File: src/design/nesp_defines.vh
`ifndef NESP_DEFINES_VH
`define NESP_DEFINES_VH

// Register byte offsets
`define NESP_OFF_RES0 8'h00
`define NESP_OFF_CTRL 8'h20
`define NESP_OFF_STAT 8'h24
`define NESP_OFF_REF0 8'h40
`define NESP_RES_SPAN 8'h1c

// Result register fields
`define NESP_PAR_HI 23
`define NESP_PAR_LO 12
`define NESP_WORD_HI 11
`define NESP_WORD_LO 3
`define NESP_BIT_HI 2
`define NESP_BIT_LO 0

// Reference register fields
`define NESP_REF_PAR 12

// Control register fields and page size codes
`define NESP_CTRL_SIZE_HI 1
`define NESP_CTRL_SIZE_LO 0
`define NESP_SIZE_512 2'h0
`define NESP_SIZE_2048 2'h1
`define NESP_SIZE_4096 2'h2
`define NESP_LAST_512 12'h1ff
`define NESP_LAST_2048 12'h7ff
`define NESP_LAST_4096 12'hfff

// Status register fields
`define NESP_STAT_ERR_LO 0
`define NESP_STAT_MUL_LO 8
`define NESP_STAT_OPAR_LO 16
`define NESP_STAT_DONE 24
`define NESP_STAT_BUSY 25

// Byte counter split: sector, then byte within sector
`define NESP_SEC_HI 11
`define NESP_SEC_LO 9

`endif

File: src/design/nesp_sector_acc.v
`timescale 1ns/1ps
module nesp_sector_acc #(
  parameter WORD_W = 9
)(
  clk,
  rstn,
  clr,
  en,
  word_idx,
  data,
  check_bits,
  odd_par
);
  input wire clk;
  input wire rstn;
  input wire clr;
  input wire en;
  input wire [WORD_W-1:0] word_idx;
  input wire [7:0] data;
  output reg [WORD_W+2:0] check_bits;
  output reg odd_par;

  ////////////////////////////////////////////////////////////////////////////
  // Xor of the bit offsets of all ones in a byte
  function [2:0] bit_xor;
    input [7:0] d;
    integer i;
    begin
      bit_xor = 3'h0;
      for (i = 0; i < 8; i = i + 1)
      begin
        if (d[i])
          bit_xor = bit_xor ^ i[2:0];
      end
    end
  endfunction

  ////////////////////////////////////////////////////////////////////////////
  // The code is the xor of {word, bit} over every one bit of the sector,
  // so a single flipped bit shows up as its own location in the syndrome.
  wire byte_odd = ^data;
  wire [WORD_W+2:0] contrib = {(byte_odd ? word_idx : {WORD_W{1'b0}}),
                               bit_xor(data)};

  always @(posedge clk)
  begin
    if (!rstn || clr)
    begin
      check_bits <= {(WORD_W+3){1'b0}};
      odd_par <= 1'b0;
    end
    else if (en)
    begin
      check_bits <= check_bits ^ contrib;
      odd_par <= odd_par ^ byte_odd;
    end
  end

endmodule

File: src/design/nesp_top.v
// Overview of operation
// - Result register 0 covers page bytes 0 through 511.
// - Result register 1 covers page bytes 512 through 1023.
// - Result register 2 covers the third sector, ending at byte 1535.
// - Result register 3 covers page bytes 1536 through 2047.
// - Result register 4 covers bytes 2048 to 2559, larger pages only.
// - Result register 5 covers page bytes 2560 through 3071.
// - Result register 6 covers page bytes 3072 through 3583.
// - After a read with one error, the bit offset of the bad bit.
// - After a read with one error, the sector-relative byte index.
// - With several errors, offset and index are meaningless to software.
`timescale 1ns/1ps
`include "nesp_defines.vh"
module nesp_top #(
  parameter SECTORS = 7,
  parameter WORD_W = 9
)(
  clk,
  rstn,
  reg_addr,
  reg_wdata,
  reg_wr,
  reg_rd,
  reg_rdata,
  page_start,
  page_is_read,
  byte_valid,
  byte_data,
  page_done
);
  input wire clk;
  input wire rstn;
  input wire [7:0] reg_addr;
  input wire [31:0] reg_wdata;
  input wire reg_wr;
  input wire reg_rd;
  output reg [31:0] reg_rdata;
  input wire page_start;
  input wire page_is_read;
  input wire byte_valid;
  input wire [7:0] byte_data;
  output reg page_done;

  localparam CHK_W = WORD_W + 3;
  localparam ST_IDLE = 2'h0;
  localparam ST_RUN = 2'h1;
  localparam ST_LATCH = 2'h2;

  ////////////////////////////////////////////////////////////////////////////
  // Control state
  reg [1:0] state_r;
  reg [1:0] state_nxt;
  reg [11:0] cnt_r;
  reg [1:0] size_r;
  reg [1:0] cfg_size_r;
  reg read_mode_r;
  reg [23:0] result_r [0:SECTORS-1];
  reg [CHK_W:0] ref_r [0:SECTORS-1];
  reg [SECTORS-1:0] err_r;
  reg [SECTORS-1:0] mul_r;
  reg [SECTORS-1:0] opar_r;
  wire [CHK_W*SECTORS-1:0] acc_chk;
  wire [SECTORS-1:0] acc_par;
  wire [SECTORS-1:0] acc_en;
  wire [CHK_W*SECTORS-1:0] syn_w;
  wire [SECTORS-1:0] syn_nz_w;
  wire [SECTORS-1:0] pmis_w;
  wire [SECTORS-1:0] live_w;
  wire [11:0] last_w;
  integer s;
  integer t;

  ////////////////////////////////////////////////////////////////////////////
  // Last byte of the page for a size code
  function [11:0] last_byte;
    input [1:0] sz;
    begin
      case (sz)
        `NESP_SIZE_512: last_byte = `NESP_LAST_512;
        `NESP_SIZE_2048: last_byte = `NESP_LAST_2048;
        default: last_byte = `NESP_LAST_4096;
      endcase
    end
  endfunction

  // Index of a register inside a block of word-spaced registers
  function [2:0] reg_index;
    input [7:0] a;
    input [7:0] base;
    reg [7:0] d;
    begin
      d = a - base;
      reg_index = d[4:2];
    end
  endfunction

  // True when the address hits a block of SECTORS words at base
  function in_block;
    input [7:0] a;
    input [7:0] base;
    reg [7:0] d;
    begin
      d = a - base;
      in_block = (a >= base) && (d < `NESP_RES_SPAN) && (d[1:0] == 2'h0);
    end
  endfunction

  ////////////////////////////////////////////////////////////////////////////
  // Per-sector accumulators
  assign last_w = last_byte(size_r);
  genvar g;
  generate
    for (g = 0; g < SECTORS; g = g + 1)
    begin : sec
      assign acc_en[g] = (state_r == ST_RUN) && byte_valid &&
                         (cnt_r[`NESP_SEC_HI:`NESP_SEC_LO] == g);
      nesp_sector_acc #(
        .WORD_W(WORD_W)
      ) u_acc (
        .clk(clk),
        .rstn(rstn),
        .clr(page_start),
        .en(acc_en[g]),
        .word_idx(cnt_r[WORD_W-1:0]),
        .data(byte_data),
        .check_bits(acc_chk[g*CHK_W +: CHK_W]),
        .odd_par(acc_par[g])
      );
      // Syndrome against the stored check word
      assign syn_w[g*CHK_W +: CHK_W] = acc_chk[g*CHK_W +: CHK_W] ^
                                       ref_r[g][CHK_W-1:0];
      assign syn_nz_w[g] = |syn_w[g*CHK_W +: CHK_W];
      assign pmis_w[g] = acc_par[g] ^ ref_r[g][`NESP_REF_PAR];
      // sectors beyond the page stay clear
      assign live_w[g] = (last_w[`NESP_SEC_HI:`NESP_SEC_LO] >= g);
    end
  endgenerate

  ////////////////////////////////////////////////////////////////////////////
  // Page sequencing: the snapshot waits one cycle so the last byte lands
  always @*
  begin
    state_nxt = state_r;
    case (state_r)
      ST_IDLE:
        if (page_start)
          state_nxt = ST_RUN;
      ST_RUN:
        if (page_start)
          state_nxt = ST_RUN;
        else if (byte_valid && cnt_r == last_byte(size_r))
          state_nxt = ST_LATCH;
      ST_LATCH:
        state_nxt = page_start ? ST_RUN : ST_IDLE;
      default:
        state_nxt = ST_IDLE;
    endcase
  end

  always @(posedge clk)
  begin
    if (!rstn)
    begin
      state_r <= ST_IDLE;
      cnt_r <= 12'h000;
      size_r <= `NESP_SIZE_512;
      read_mode_r <= 1'b0;
      page_done <= 1'b0;
    end
    else
    begin
      state_r <= state_nxt;
      if (page_start)
      begin
        cnt_r <= 12'h000;
        size_r <= cfg_size_r;
        read_mode_r <= page_is_read;
      end
      else if (state_r == ST_RUN && byte_valid)
        cnt_r <= cnt_r + 12'h001;
      // Completion wins over a new page started in the same cycle
      if (state_r == ST_LATCH)
        page_done <= 1'b1;
      else if (page_start)
        page_done <= 1'b0;
    end
  end

  ////////////////////////////////////////////////////////////////////////////
  // Result snapshot at the end of a page
  always @(posedge clk)
  begin
    if (!rstn)
    begin
      for (s = 0; s < SECTORS; s = s + 1)
        result_r[s] <= 24'h000000;
      err_r <= {SECTORS{1'b0}};
      mul_r <= {SECTORS{1'b0}};
      opar_r <= {SECTORS{1'b0}};
    end
    else if (state_r == ST_LATCH)
    begin
      opar_r <= live_w & acc_par;
      for (s = 0; s < SECTORS; s = s + 1)
      begin
        if (!live_w[s])
        begin
          result_r[s] <= 24'h000000;
          err_r[s] <= 1'b0;
          mul_r[s] <= 1'b0;
        end
        else if (read_mode_r)
        begin
          result_r[s] <= {acc_chk[s*CHK_W +: CHK_W],
                          syn_w[s*CHK_W +: CHK_W]};
          err_r[s] <= syn_nz_w[s] | pmis_w[s];
          // even parity with nonzero syndrome means several errors
          mul_r[s] <= syn_nz_w[s] & ~pmis_w[s];
        end
        else
        begin
          // check bits left for the host to save
          result_r[s] <= {acc_chk[s*CHK_W +: CHK_W], {CHK_W{1'b0}}};
          err_r[s] <= 1'b0;
          mul_r[s] <= 1'b0;
        end
      end
    end
  end

  ////////////////////////////////////////////////////////////////////////////
  // Register writes: control and the stored check words for a page read
  always @(posedge clk)
  begin
    if (!rstn)
    begin
      cfg_size_r <= `NESP_SIZE_512;
      for (t = 0; t < SECTORS; t = t + 1)
        ref_r[t] <= {(CHK_W+1){1'b0}};
    end
    else if (reg_wr)
    begin
      if (reg_addr == `NESP_OFF_CTRL)
        cfg_size_r <= reg_wdata[`NESP_CTRL_SIZE_HI:`NESP_CTRL_SIZE_LO];
      else if (in_block(reg_addr, `NESP_OFF_REF0))
        ref_r[reg_index(reg_addr, `NESP_OFF_REF0)] <= reg_wdata[CHK_W:0];
    end
  end

  ////////////////////////////////////////////////////////////////////////////
  // Register reads, answered one cycle after the strobe
  always @(posedge clk)
  begin
    if (!rstn)
      reg_rdata <= 32'h00000000;
    else if (reg_rd)
    begin
      reg_rdata <= 32'h00000000;
      if (in_block(reg_addr, `NESP_OFF_RES0))
        reg_rdata <= {8'h00, result_r[reg_index(reg_addr, `NESP_OFF_RES0)]};
      else if (in_block(reg_addr, `NESP_OFF_REF0))
        reg_rdata <= {{(31-CHK_W){1'b0}},
                      ref_r[reg_index(reg_addr, `NESP_OFF_REF0)]};
      else if (reg_addr == `NESP_OFF_CTRL)
        reg_rdata <= {30'h00000000, cfg_size_r};
      else if (reg_addr == `NESP_OFF_STAT)
      begin
        reg_rdata[`NESP_STAT_ERR_LO +: SECTORS] <= err_r;
        reg_rdata[`NESP_STAT_MUL_LO +: SECTORS] <= mul_r;
        reg_rdata[`NESP_STAT_OPAR_LO +: SECTORS] <= opar_r;
        reg_rdata[`NESP_STAT_DONE] <= page_done;
        reg_rdata[`NESP_STAT_BUSY] <= (state_r != ST_IDLE);
      end
    end
  end

endmodule

File: config.mk
export PLATFORM = sky130hd
export DESIGN_NAME = nesp_top
export DESIGN_NICKNAME = d
export VERILOG_FILES = /design/src/design/nesp_sector_acc.v /design/src/design/nesp_top.v
export VERILOG_INCLUDE_DIRS = /design/src /design/src/design
export SDC_FILE = /design/constraint.sdc
export NUM_CORES = 1
export LEC_CHECK = 0
export ABC_AREA = 1
export BUFFER_PORTS_ARGS = -buffer_cell sky130_fd_sc_hd__buf_4
export CAP_MARGIN = 20
export CORE_MARGIN = 3
export CORE_UTILIZATION = 60
export CTS_CLUSTER_DIAMETER = 100
export CTS_CLUSTER_SIZE = 10
export DETAILED_ROUTE_END_ITERATION = 10
export GPL_TIMING_DRIVEN = 1
export PLACE_DENSITY = 0.78
export SLEW_MARGIN = 40
export SYNTH_ARGS = -nofsm -noshare
export SYNTH_HDL_FRONTEND = slang
export SYNTH_HIERARCHICAL = 1
export SYNTH_SLANG_ARGS = --single-unit
File: constraint.sdc
create_clock -name clk -period 4.25 [get_ports clk]
set_input_delay 0.85 -clock clk [delete_from_list [all_inputs] [get_ports clk]]
set_output_delay 0.85 -clock clk [all_outputs]
set_load 0.05 [all_outputs]
==> results of run 1 <==
power by group through the flow:
stage | clock network [mW] | logic [mW] | registers (mW)
3_5_place_dp | 0 | 0.824 | 4.70
4_1_cts | 3.79 | 0.828 | 4.61
6_report | 3.78 | 0.847 | 4.62
3_3_place_gp | 0 | 0.804 | 4.70
5_1_grt | 3.94 | 0.912 | 4.63
2_1_floorplan | 0 | 0.498 | 4.72
cells by family (layout without fill, tap and decap cells):
logic type | count (synthesis) | count (layout) | synth area share [%]
simple gates | 1375 | 1375 | 27.3
flops | 430 | 430 | 51.2
buf+inv | 428 | 515 | 8.25
compound gates | 315 | 315 | 8.89
xor+xnor | 106 | 106 | 4.25
fa+ha+maj | 1 | 1 | 0.0572
other cells | 1 | 19 | 0.0172
cells in the mapped netlist, types with 2 or more instances:
| library cell | instances | area share [%] |
|---|---|---|
| sky130_fd_sc_hd__o21ai_0 | 99 | 2.3 |
| sky130_fd_sc_hd__clkinv_1 | 2 | 0.034 |
| sky130_fd_sc_hd__buf_2 | 34 | 0.78 |
| sky130_fd_sc_hd__a21oi_2 | 63 | 2.5 |
| sky130_fd_sc_hd__nor3_1 | 30 | 0.69 |
| sky130_fd_sc_hd__nand3_4 | 2 | 0.16 |
| sky130_fd_sc_hd__a21oi_1 | 96 | 2.2 |
| sky130_fd_sc_hd__a22oi_1 | 18 | 0.62 |
| sky130_fd_sc_hd__nand2_4 | 15 | 0.77 |
| sky130_fd_sc_hd__buf_1 | 7 | 0.12 |
| sky130_fd_sc_hd__buf_4 | 9 | 0.31 |
| sky130_fd_sc_hd__clkbuf_1 | 42 | 0.72 |
| sky130_fd_sc_hd__nand3_1 | 176 | 4.0 |
| sky130_fd_sc_hd__inv_1 | 289 | 5.0 |
| sky130_fd_sc_hd__nand4_1 | 25 | 0.72 |
| sky130_fd_sc_hd__buf_12 | 7 | 0.64 |
| sky130_fd_sc_hd__nand3_2 | 4 | 0.18 |
| sky130_fd_sc_hd__nand2_2 | 56 | 1.6 |
| sky130_fd_sc_hd__inv_2 | 37 | 0.64 |
| sky130_fd_sc_hd__xor2_1 | 63 | 2.5 |
| sky130_fd_sc_hd__edfxtp_1 | 259 | 36 |
| sky130_fd_sc_hd__a211oi_1 | 3 | 0.10 |
| sky130_fd_sc_hd__o22ai_1 | 6 | 0.17 |
| sky130_fd_sc_hd__nand2_1 | 597 | 10 |
| sky130_fd_sc_hd__xnor2_1 | 43 | 1.7 |
| sky130_fd_sc_hd__dfxtp_1 | 171 | 16 |
| sky130_fd_sc_hd__o221ai_1 | 2 | 0.080 |
| sky130_fd_sc_hd__nor2_4 | 4 | 0.21 |
| sky130_fd_sc_hd__nor2_2 | 2 | 0.057 |
| sky130_fd_sc_hd__nor2_1 | 451 | 7.7 |
| sky130_fd_sc_hd__a31oi_1 | 6 | 0.17 |
| sky130_fd_sc_hd__o211ai_1 | 17 | 0.58 |
| sky130_fd_sc_hd__nor2_8 | 8 | 0.73 |
per-layer routing:
metal	vias to the layer above	global-route usage (%)
li1	8663	-
met1	8579	47.0
met2	1216	52.7
met3	195	7.52
met4	0	14.7
met5	-	0
layout by cell type, fill, tap and decap left out, types with 19 or more instances in the layout:
| cell type | Yosys | routed |
|---|---|---|
| sky130_fd_sc_hd__nand2_2 | 56 | 56 |
| sky130_fd_sc_hd__xor2_1 | 63 | 63 |
| sky130_fd_sc_hd__nor2_1 | 451 | 443 |
| sky130_fd_sc_hd__a21oi_1 | 96 | 96 |
| sky130_fd_sc_hd__clkbuf_1 | 42 | 35 |
| sky130_fd_sc_hd__inv_2 | 37 | 40 |
| sky130_fd_sc_hd__xnor2_1 | 43 | 43 |
| sky130_fd_sc_hd__nand3_1 | 176 | 176 |
| sky130_fd_sc_hd__conb_1 | 1 | 19 |
| sky130_fd_sc_hd__nand4_1 | 25 | 25 |
| sky130_fd_sc_hd__inv_1 | 289 | 286 |
| sky130_fd_sc_hd__clkbuf_16 | 0 | 50 |
| sky130_fd_sc_hd__edfxtp_1 | 259 | 259 |
| sky130_fd_sc_hd__nand2_1 | 597 | 597 |
| sky130_fd_sc_hd__nor3_1 | 30 | 29 |
| sky130_fd_sc_hd__o21ai_0 | 99 | 99 |
| sky130_fd_sc_hd__dfxtp_1 | 171 | 165 |
| sky130_fd_sc_hd__a21oi_2 | 63 | 63 |
| sky130_fd_sc_hd__buf_4 | 9 | 100 |
sequential cells by signal, indices dropped and copies added (netlist names):
name,cells
cfg_size_r,2
cnt_r,12
err_r,7
mul_r,7
opar_r,7
page_done,1
read_mode_r,1
ref_r,104
reg_rdata,26
result_r,168
sec.u_acc/check_bits,84
sec.u_acc/odd_par,7
size_r,2
state_r,2
through the flow:
step	std cells	cell area [um2]	utilization (%)	total power [mW]
final	3222	24200	67.6	9.24
after global routing	3222	24200	67.6	9.48
after CTS	3222	24100	67.5	9.23
after detailed placement	3136	22700	63.6	5.52
after global placement	3136	22700	63.6	5.50
after floorplan	2674	21900	-	5.22
cell type report:
cell class / count / share of cell area, %
clock buffer: 85 / 5.72
clock inverter: 1 / 0.0673
inverter: 328 / 5.10
multi-input combinational: 1816 / 37.1
sequential: 430 / 46.4
tap: 461 / 2.39
timing repair buffer: 101 / 3.19
worst register-to-register path: stages (launching register included):
cell and delay [ps]:
sky130_fd_sc_hd__dfxtp_1 450, sky130_fd_sc_hd__inv_1 130, sky130_fd_sc_hd__nor2_1 420, sky130_fd_sc_hd__nand3_2 540, sky130_fd_sc_hd__nor2_2 360, sky130_fd_sc_hd__inv_1 320
sky130_fd_sc_hd__buf_4 340, sky130_fd_sc_hd__nor2_1 160
worst max path at each step:
stage,from,slack [ps],to,cells after the start
floorplan,reg_addr[2],800,ref_r[5][0]$_DFFE_PP_,7
global placement,reg_addr[4],1040,ref_r[0][5]$_SDFFCE_PN0P_,8
detailed placement,reg_addr[1],970,ref_r[0][9]$_SDFFCE_PN0P_,8
CTS,reg_addr[1],1550,ref_r[0][10]$_SDFFCE_PN0P_,8
global route,state_r[1]$_SDFFE_PN0P_,1220,result_r[1][8]$_SDFFCE_PP0P_,7
finish,state_r[1]$_SDFFE_PN0P_,1380,result_r[3][11]$_SDFFCE_PP0P_,7
==> summary by stage, run 1 <==
Global routing
Global routing used between 30 and 40% of the available tracks. The initial antenna violation count came to 0. The via count of the first global-routing pass came to roughly 17000. The aggregate global routing overflow is 0. The global-route wire length before repair is approximately 100 mm. The pin count of the biggest net entering global routing is 47.

Clock network
The clock tree root buffer cell is sky130_fd_sc_hd__clkbuf_16. The quantity of gates resized following cts is 0. The clock passes through at most 3 buffers.

The clock latency at the later pin of the worst-skew pair is between 500 and 600 ps. The number of hold-repair buffers added at the cts stage is 0. The clock tree synthesis step divided the H-tree into 2 levels. The clock slew at the register clock pins of the worst setup and hold paths is roughly 60 ps. Counting the buffers created by CTS gives between 40 and 50.

The tree built by TritonCTS fans out to 430 sinks. TritonCTS built the clock tree. Buffers added to address setup during post-CTS repair amount to 0.

Finish
Compared with the post-synthesis result, the final layout area differs by 10.5%. After filler insertion, the fill cell instance count of the layout stands at ~2900. Summing all multi-input logic gate instances after layout gives around 9000 um2. The area taken by flip-flops and latches is about 11000 um2.

The share of final-layout standard cells stronger than drive strength 1 is 13.2%. The antenna diode count is 0. The count of nets after finishing is 2781.

Power and ir drop
Net switching is around a quarter of the power. The analysis attributes to cell leakage a power of between 9 and 10 nW. Combinational cells account for 9.2% of the total power. The clock network is responsible for between 40 and 50% of the overall power.

Of the total power, registers draw 50.0%. VDD sags by at most ~0.28 mV. The cell-internal power is 6.96 mW.

For this design the ratio of total power to cell area is 383 nW/um2. The switching power is approximately 2.3 mW.

Placed design
OpenSTA, run right after detailed placement, puts the worst setup slack at a little under 1000 ps. The routability-driven placement congestion ratio is roughly 1.0. Summed over all nets, the half-perimeter wirelength after detailed placement is between 40 and 50 mm. The number of buffers inserted by port buffering is between 60 and 70.

Floorplan
The vertical die dimension is 197 um. The effective utilization at floorplan is 61.2%. The die covers about 39000 um2.

In this run the core area contains about 70 standard-cell rows. From left edge to right edge, the die measures approximately 200 um. The number of ports placed on the die boundary is 88.

The placeable core region is between 30000 and 40000 um2.

Setup path
Together, buffers and inverters on the worst path number 3. In this run the worst path has a maximum fanout of 24. The dominant delay contributor by cell family on the critical path is simple AND/OR/NAND/NOR gates. The setup path with the least slack is of type flip-flop to flip-flop. The length in cells of the worst reg-to-reg path is 7. STA puts the critical path data required time at 4660 ps.

The startpoint identified for the worst register-to-register timing path is state_r[1]$_SDFFE_PN0P_. The worst register-to-register path has a setup slack of between 1000 and 1500 ps. The worst setup path is captured at a flip-flop.

For this design, the slowest cell found on the critical path is sky130_fd_sc_hd__nand3_2. At the worst endpoint, the arrival time is approximately 3300 ps. On the worst path, the slowest cell contributes a delay of ~540 ps.

The endpoint of the most critical register-to-register path is result_r[3][11]$_SDFFCE_PP0P_. Walking the worst path, the cells encountered are inv_1 > nor2_1 > nand3_2 > nor2_2 > inv_1 > buf_4 > nor2_1. STA classifies the critical path startpoint as a flip-flop.

Run
Max-cap violations in this run came to 0.

STA
The final-report hold violation count is 0. Setup repair after global routing left no endpoint under its margin. The slew of the pin with the lowest slew margin is around 840 ps. The count of final max-slew check failures is 0. Static timing analysis puts the maximum clock frequency at around 350 MHz. Counting I/O delays and the setup requirement, the final critical path takes ~2900 ps.

The number of endpoints failing setup at the final stage is 0. Headroom to the max-slew limit came out at about 44%. Hold is met by between 400 and 500 ps. The final period utilization is 67.4%.

The clock skew is 18.5 ps. The final worst setup slack is ~1400 ps. The setup TNS after final layout is 0 ps.

Detailed routing
After detailed routing, the average wire length per cell comes to just over 20 um. After detailed routing, the number of vias per cell comes to around 5.8. The violation count after the first detailed-route iteration is between 2000 and 3000.

The detailed-routed wire length on met3 is slightly above 9 mm. The final route contains 18700 vias. In this run the top signal layer used is met4. The post-route met1 wirelength is 25.4 mm.

The wire length on met2 is between 20 and 30 mm. The count of nets left with antenna violations once routing finished came out at 0. In the routed design, unresolved DRC markers number 0. The total length of routed wires is 66.9 mm. The length of the first detailed-routing pass in iterations is 9.

Synthesis
The synthesized area is 21900 um2. The total of warnings raised by yosys is 6. The sequential-to-total area share from yosys stat is 51.2%. The count of unique library cells instantiated by Yosys is 46. The number of enable flip-flop cells after synthesis is between 200 and 300. Of all flip-flops after synthesis, the portion carrying an async set or reset was 0%. The synthesis-stage register bit count is between 400 and 500. For this run, the leading register cell type out of synthesis is sky130_fd_sc_hd__edfxtp_1.

The cell count after synthesis came out at approximately 2700. Each instance of the synthesized netlist takes up on average between 8 and 9 um2.

Run status
The flow ran to the end, and the final reports show no timing, DRC or antenna violations.

Worst hold path
For hold timing, the worst endpoint is err_r[3]$_SDFFE_PN0P_. The startpoint identified for the worst hold timing path is err_r[3]$_SDFFE_PN0P_. The path type of the worst min-delay path is flip-flop to flip-flop.

Counting instances, the worst hold path has a depth of 2.
(Power assumes the default switching activity.)
==> inputs of run 2 (changes only) <==
--- a/config.mk
+++ b/config.mk
@@ -10,12 +10,12 @@
 export BUFFER_PORTS_ARGS = -buffer_cell sky130_fd_sc_hd__buf_4
 export CAP_MARGIN = 20
 export CORE_MARGIN = 3
-export CORE_UTILIZATION = 60
+export CORE_UTILIZATION = 56
 export CTS_CLUSTER_DIAMETER = 100
 export CTS_CLUSTER_SIZE = 10
 export DETAILED_ROUTE_END_ITERATION = 10
 export GPL_TIMING_DRIVEN = 1
-export PLACE_DENSITY = 0.78
+export PLACE_DENSITY = 0.76
 export SLEW_MARGIN = 40
 export SYNTH_ARGS = -nofsm -noshare
 export SYNTH_HDL_FRONTEND = slang
==> constraint.sdc (replaced) <==
create_clock -name clk -period 2.6 [get_ports clk]
set_input_delay 0.52 -clock clk [delete_from_list [all_inputs] [get_ports clk]]
set_output_delay 0.52 -clock clk [all_outputs]
set_load 0.05 [all_outputs]
==> summary by stage, run 2 (synthesis gave the netlist of run 1 again) <==
Run status
The flow ran to the end, and the final reports show no timing, DRC or antenna violations.

Setup path
The element type at the critical path end is a flip-flop. At the worst endpoint, the required time is approximately 2900 ps. Counting buffers and inverters, the worst setup path is 4 cells deep. The endpoint of the most critical register-to-register path is result_r[1][6]$_SDFFCE_PP0P_.

Grouping stages by cell kind, the critical path spends the most delay in buffers and inverters. For flop-to-flop paths, the worst setup slack is roughly 320 ps. The length in cells of the worst reg-to-reg path is 4. The largest individual stage delay along the critical path comes from the cell sky130_fd_sc_hd__dfxtp_1. The cell repeated most along the worst path is sky130_fd_sc_hd__nor2_1. The data arrival time at the worst-slack endpoint is ~2500 ps.

The critical path is of the flip-flop to flip-flop type. The largest fanout of any net on the critical path is 71. The combined buffer and inverter count along the critical path is 2.

The reg-to-reg critical path startpoint is state_r[0]$_SDFFE_PN0P_. The worst stage delay on the critical path is between 500 and 600 ps. The kind of start point of the critical path is a flip-flop. Walking the worst path, the cells encountered are nor2_1 > nor2_1 > clkinvlp_4 > buf_12.

STA
The smallest clock period supported by the final layout is computed as 2280 ps. The final-report hold violation count is 0. In the post-route analysis, the smallest setup slack over all paths is between 300 and 400 ps. The slew of the pin with the lowest slew margin is 674 ps. The setup TNS after final layout is 0 ps.

Hold timing on the final database bottoms out at a slack of around 210 ps. The count of final max-slew check failures is 0. The number of endpoints failing setup at the final stage is 0.

Measured against its own limit, the worst slew margin works out to 54.9%. The clock skew is between 10 and 15 ps. Timing would allow up to about 440 MHz.

The final period utilization is between 80% and 90%. Setup repair after global routing left no endpoint under its margin.

Worst hold path
The number of stages on the worst hold path is 3. The worst hold path begins at reg_wdata[5]. The path type of the worst min-delay path is primary input to flip-flop.

The path with the worst hold slack has its endpoint at ref_r[6][5]$_SDFFE_PN0P_.

Clock network
After clock tree synthesis, the clock-pin slew on the worst setup and hold paths is about 60 ps. The TritonCTS clock tree is done. The TritonCTS sink count is 430.

TritonCTS created 48 clock buffers. In this run, post-CTS repair resized a total of 0 instances. The number of buffers inserted by post-CTS setup repair is 0. For the worst-skew pair, the clock arrives at the later sink with an insertion delay of 560 ps. CTS placed an instance of sky130_fd_sc_hd__clkbuf_16 at the clock tree root. The H-tree depth is 2. The maximum clock insertion buffer count is 3. The number of hold-repair buffers added at the cts stage is 0.

Power and ir drop
Across the VDD grid, the largest voltage drop is between 0.4 and 0.5 mV. The power density over cell area is between 600 and 700 nW/um2. For this design the static power due to leakage is 9.86 nW.

Detailed routing
The total length of routed wires is roughly 67 mm. The detailed router finished its first iteration with around 2600 violations. The final route contains about 19000 vias.

After detailed routing, the number of vias per cell comes to between 5 and 6. The first detailed-routing pass took 6 iterations. In the final routed layout, each cell accounts on average for a little over 20 um. In this run the remaining antenna-violating nets after routing total 0. The remaining routing DRC violations is 0.

Placed design
Port buffering added 62 buffers. Detailed placement finished with a half-perimeter wire length of 48.3 mm. Before CTS, the worst setup slack after placement is ~350 ps. The post-detailed-placement cell area is about 23000 um2. The routability-driven placement congestion ratio is approximately 1.

Floorplan
In this run the standard cell core region covers roughly 38000 um2. The horizontal die dimension is 204 um. In this run the count of I/O pins placed on the die edge is 88. The number of rows created at floorplan is 71. The die covers 41400 um2. The effective utilization at floorplan is 57.4%. The floorplan step set the die height to about 200 um.

Global routing
The initial antenna violation count is 0. The via count of the first global-routing pass is 17500. Global routing used a little under a third of the available tracks. The global-route wire length before repair is just over 100 mm. The aggregate global routing overflow is 0. The pin count of the biggest net entering global routing is 72.

Finish
Relative to the synthesized area, the layout overhead comes to 12.3%. The top cell types in the final layout, fill and taps aside, are 597 x sky130_fd_sc_hd__nand2_1, 451 x sky130_fd_sc_hd__nor2_1, 288 x sky130_fd_sc_hd__inv_1. The antenna diode count is 0. The filler cell count in the final layout is roughly 3000. In the final layout, the registers with the most flip-flops are result_r (168), ref_r (104), sec.u_acc/check_bits (84). The finished cells cover between 20000 and 25000 um2. The register with the most flip-flops in the layout has roughly 170 of them.

The share of final-layout standard cells stronger than drive strength 1 is roughly 14%. Counting flops per register, the top entry is result_r. The most common cell after layout, fill and taps aside is sky130_fd_sc_hd__nand2_1. The count of nets after finishing is between 2000 and 3000.

Run
The max-capacitance violation count is 0.
[run 2: cell count changes in the layout (fill, tap and decap cells not counted), moves of 3 or more]
cell                      previous run  this run
sky130_fd_sc_hd__nor2_1            443       451
sky130_fd_sc_hd__buf_12              1         9
sky130_fd_sc_hd__inv_2              40        37
sky130_fd_sc_hd__buf_4             100       135
sky130_fd_sc_hd__nor2_2             10         2
sky130_fd_sc_hd__dfxtp_2             6         0
sky130_fd_sc_hd__dfxtp_1           165       171
[run 2: metrics by stage]
stage	util (%)	power, mW	instances
2_1_floorplan	-	8.53	2674
3_3_place_gp	60.9	9.03	3229
3_5_place_dp	60.9	9.08	3229
4_1_cts	64.4	15.0	3311
5_1_grt	64.4	15.4	3311
6_report	64.4	15.0	3311
[run 2: worst register-to-register path: stages (launching register included)]
cell and delay [ps]:
sky130_fd_sc_hd__dfxtp_1 530, sky130_fd_sc_hd__nor2_1 150, sky130_fd_sc_hd__nor2_1 510, sky130_fd_sc_hd__clkinvlp_4 420
sky130_fd_sc_hd__buf_12 300
[run 2: how the worst max path moves through the flow]
| stage | startpoint | to | slack [ps] |
|---|---|---|---|
| after CTS | state_r[0]$_SDFFE_PN0P_ | result_r[3][4]$_SDFFCE_PP0P_ | 530 |
| after floorplan | reg_addr[2] | ref_r[5][0]$_DFFE_PP_ | 90 |
| final | state_r[0]$_SDFFE_PN0P_ | result_r[1][6]$_SDFFCE_PP0P_ | 320 |
| after detailed placement | reg_addr[2] | cfg_size_r[0]$_SDFFE_PN0P_ | 350 |
| after global placement | reg_addr[3] | reg_rdata[5]$_SDFFE_PN0P_ | 420 |
| after global routing | state_r[0]$_SDFFE_PN0P_ | opar_r[6]$_SDFFE_PN0P_ | 300 |
[run 2: where the power goes]
group / leakage [nW] / switching [mW] / internal (mW)
Combinational: 5.37 / 1.02 / 0.410
Sequential: 3.85 / 0.114 / 7.44
Clock: 0.643 / 2.58 / 3.48
Total: 9.86 / 3.72 / 11.3
[run 2: metal layers]
metal  wire [um]  GRT usage [%]  up-vias
met5           0              0        -
met1       25700           44.2     8828
met4        3440           14.0        0
li1            -              -     8743
met2       29000           48.4     1202
met3        8670           6.75      191
[run 2: cell type report]
| type | instances | area, um2 | area share, % |
|---|---|---|---|
| clock buffer | 82 | 1350 | 5.50 |
| multi-input combinational | 1816 | 8930 | 36.4 |
| timing repair buffer | 144 | 1190 | 4.86 |
| inverter | 328 | 1230 | 5.03 |
| tap | 511 | 639 | 2.60 |
| sequential | 430 | 11200 | 45.6 |
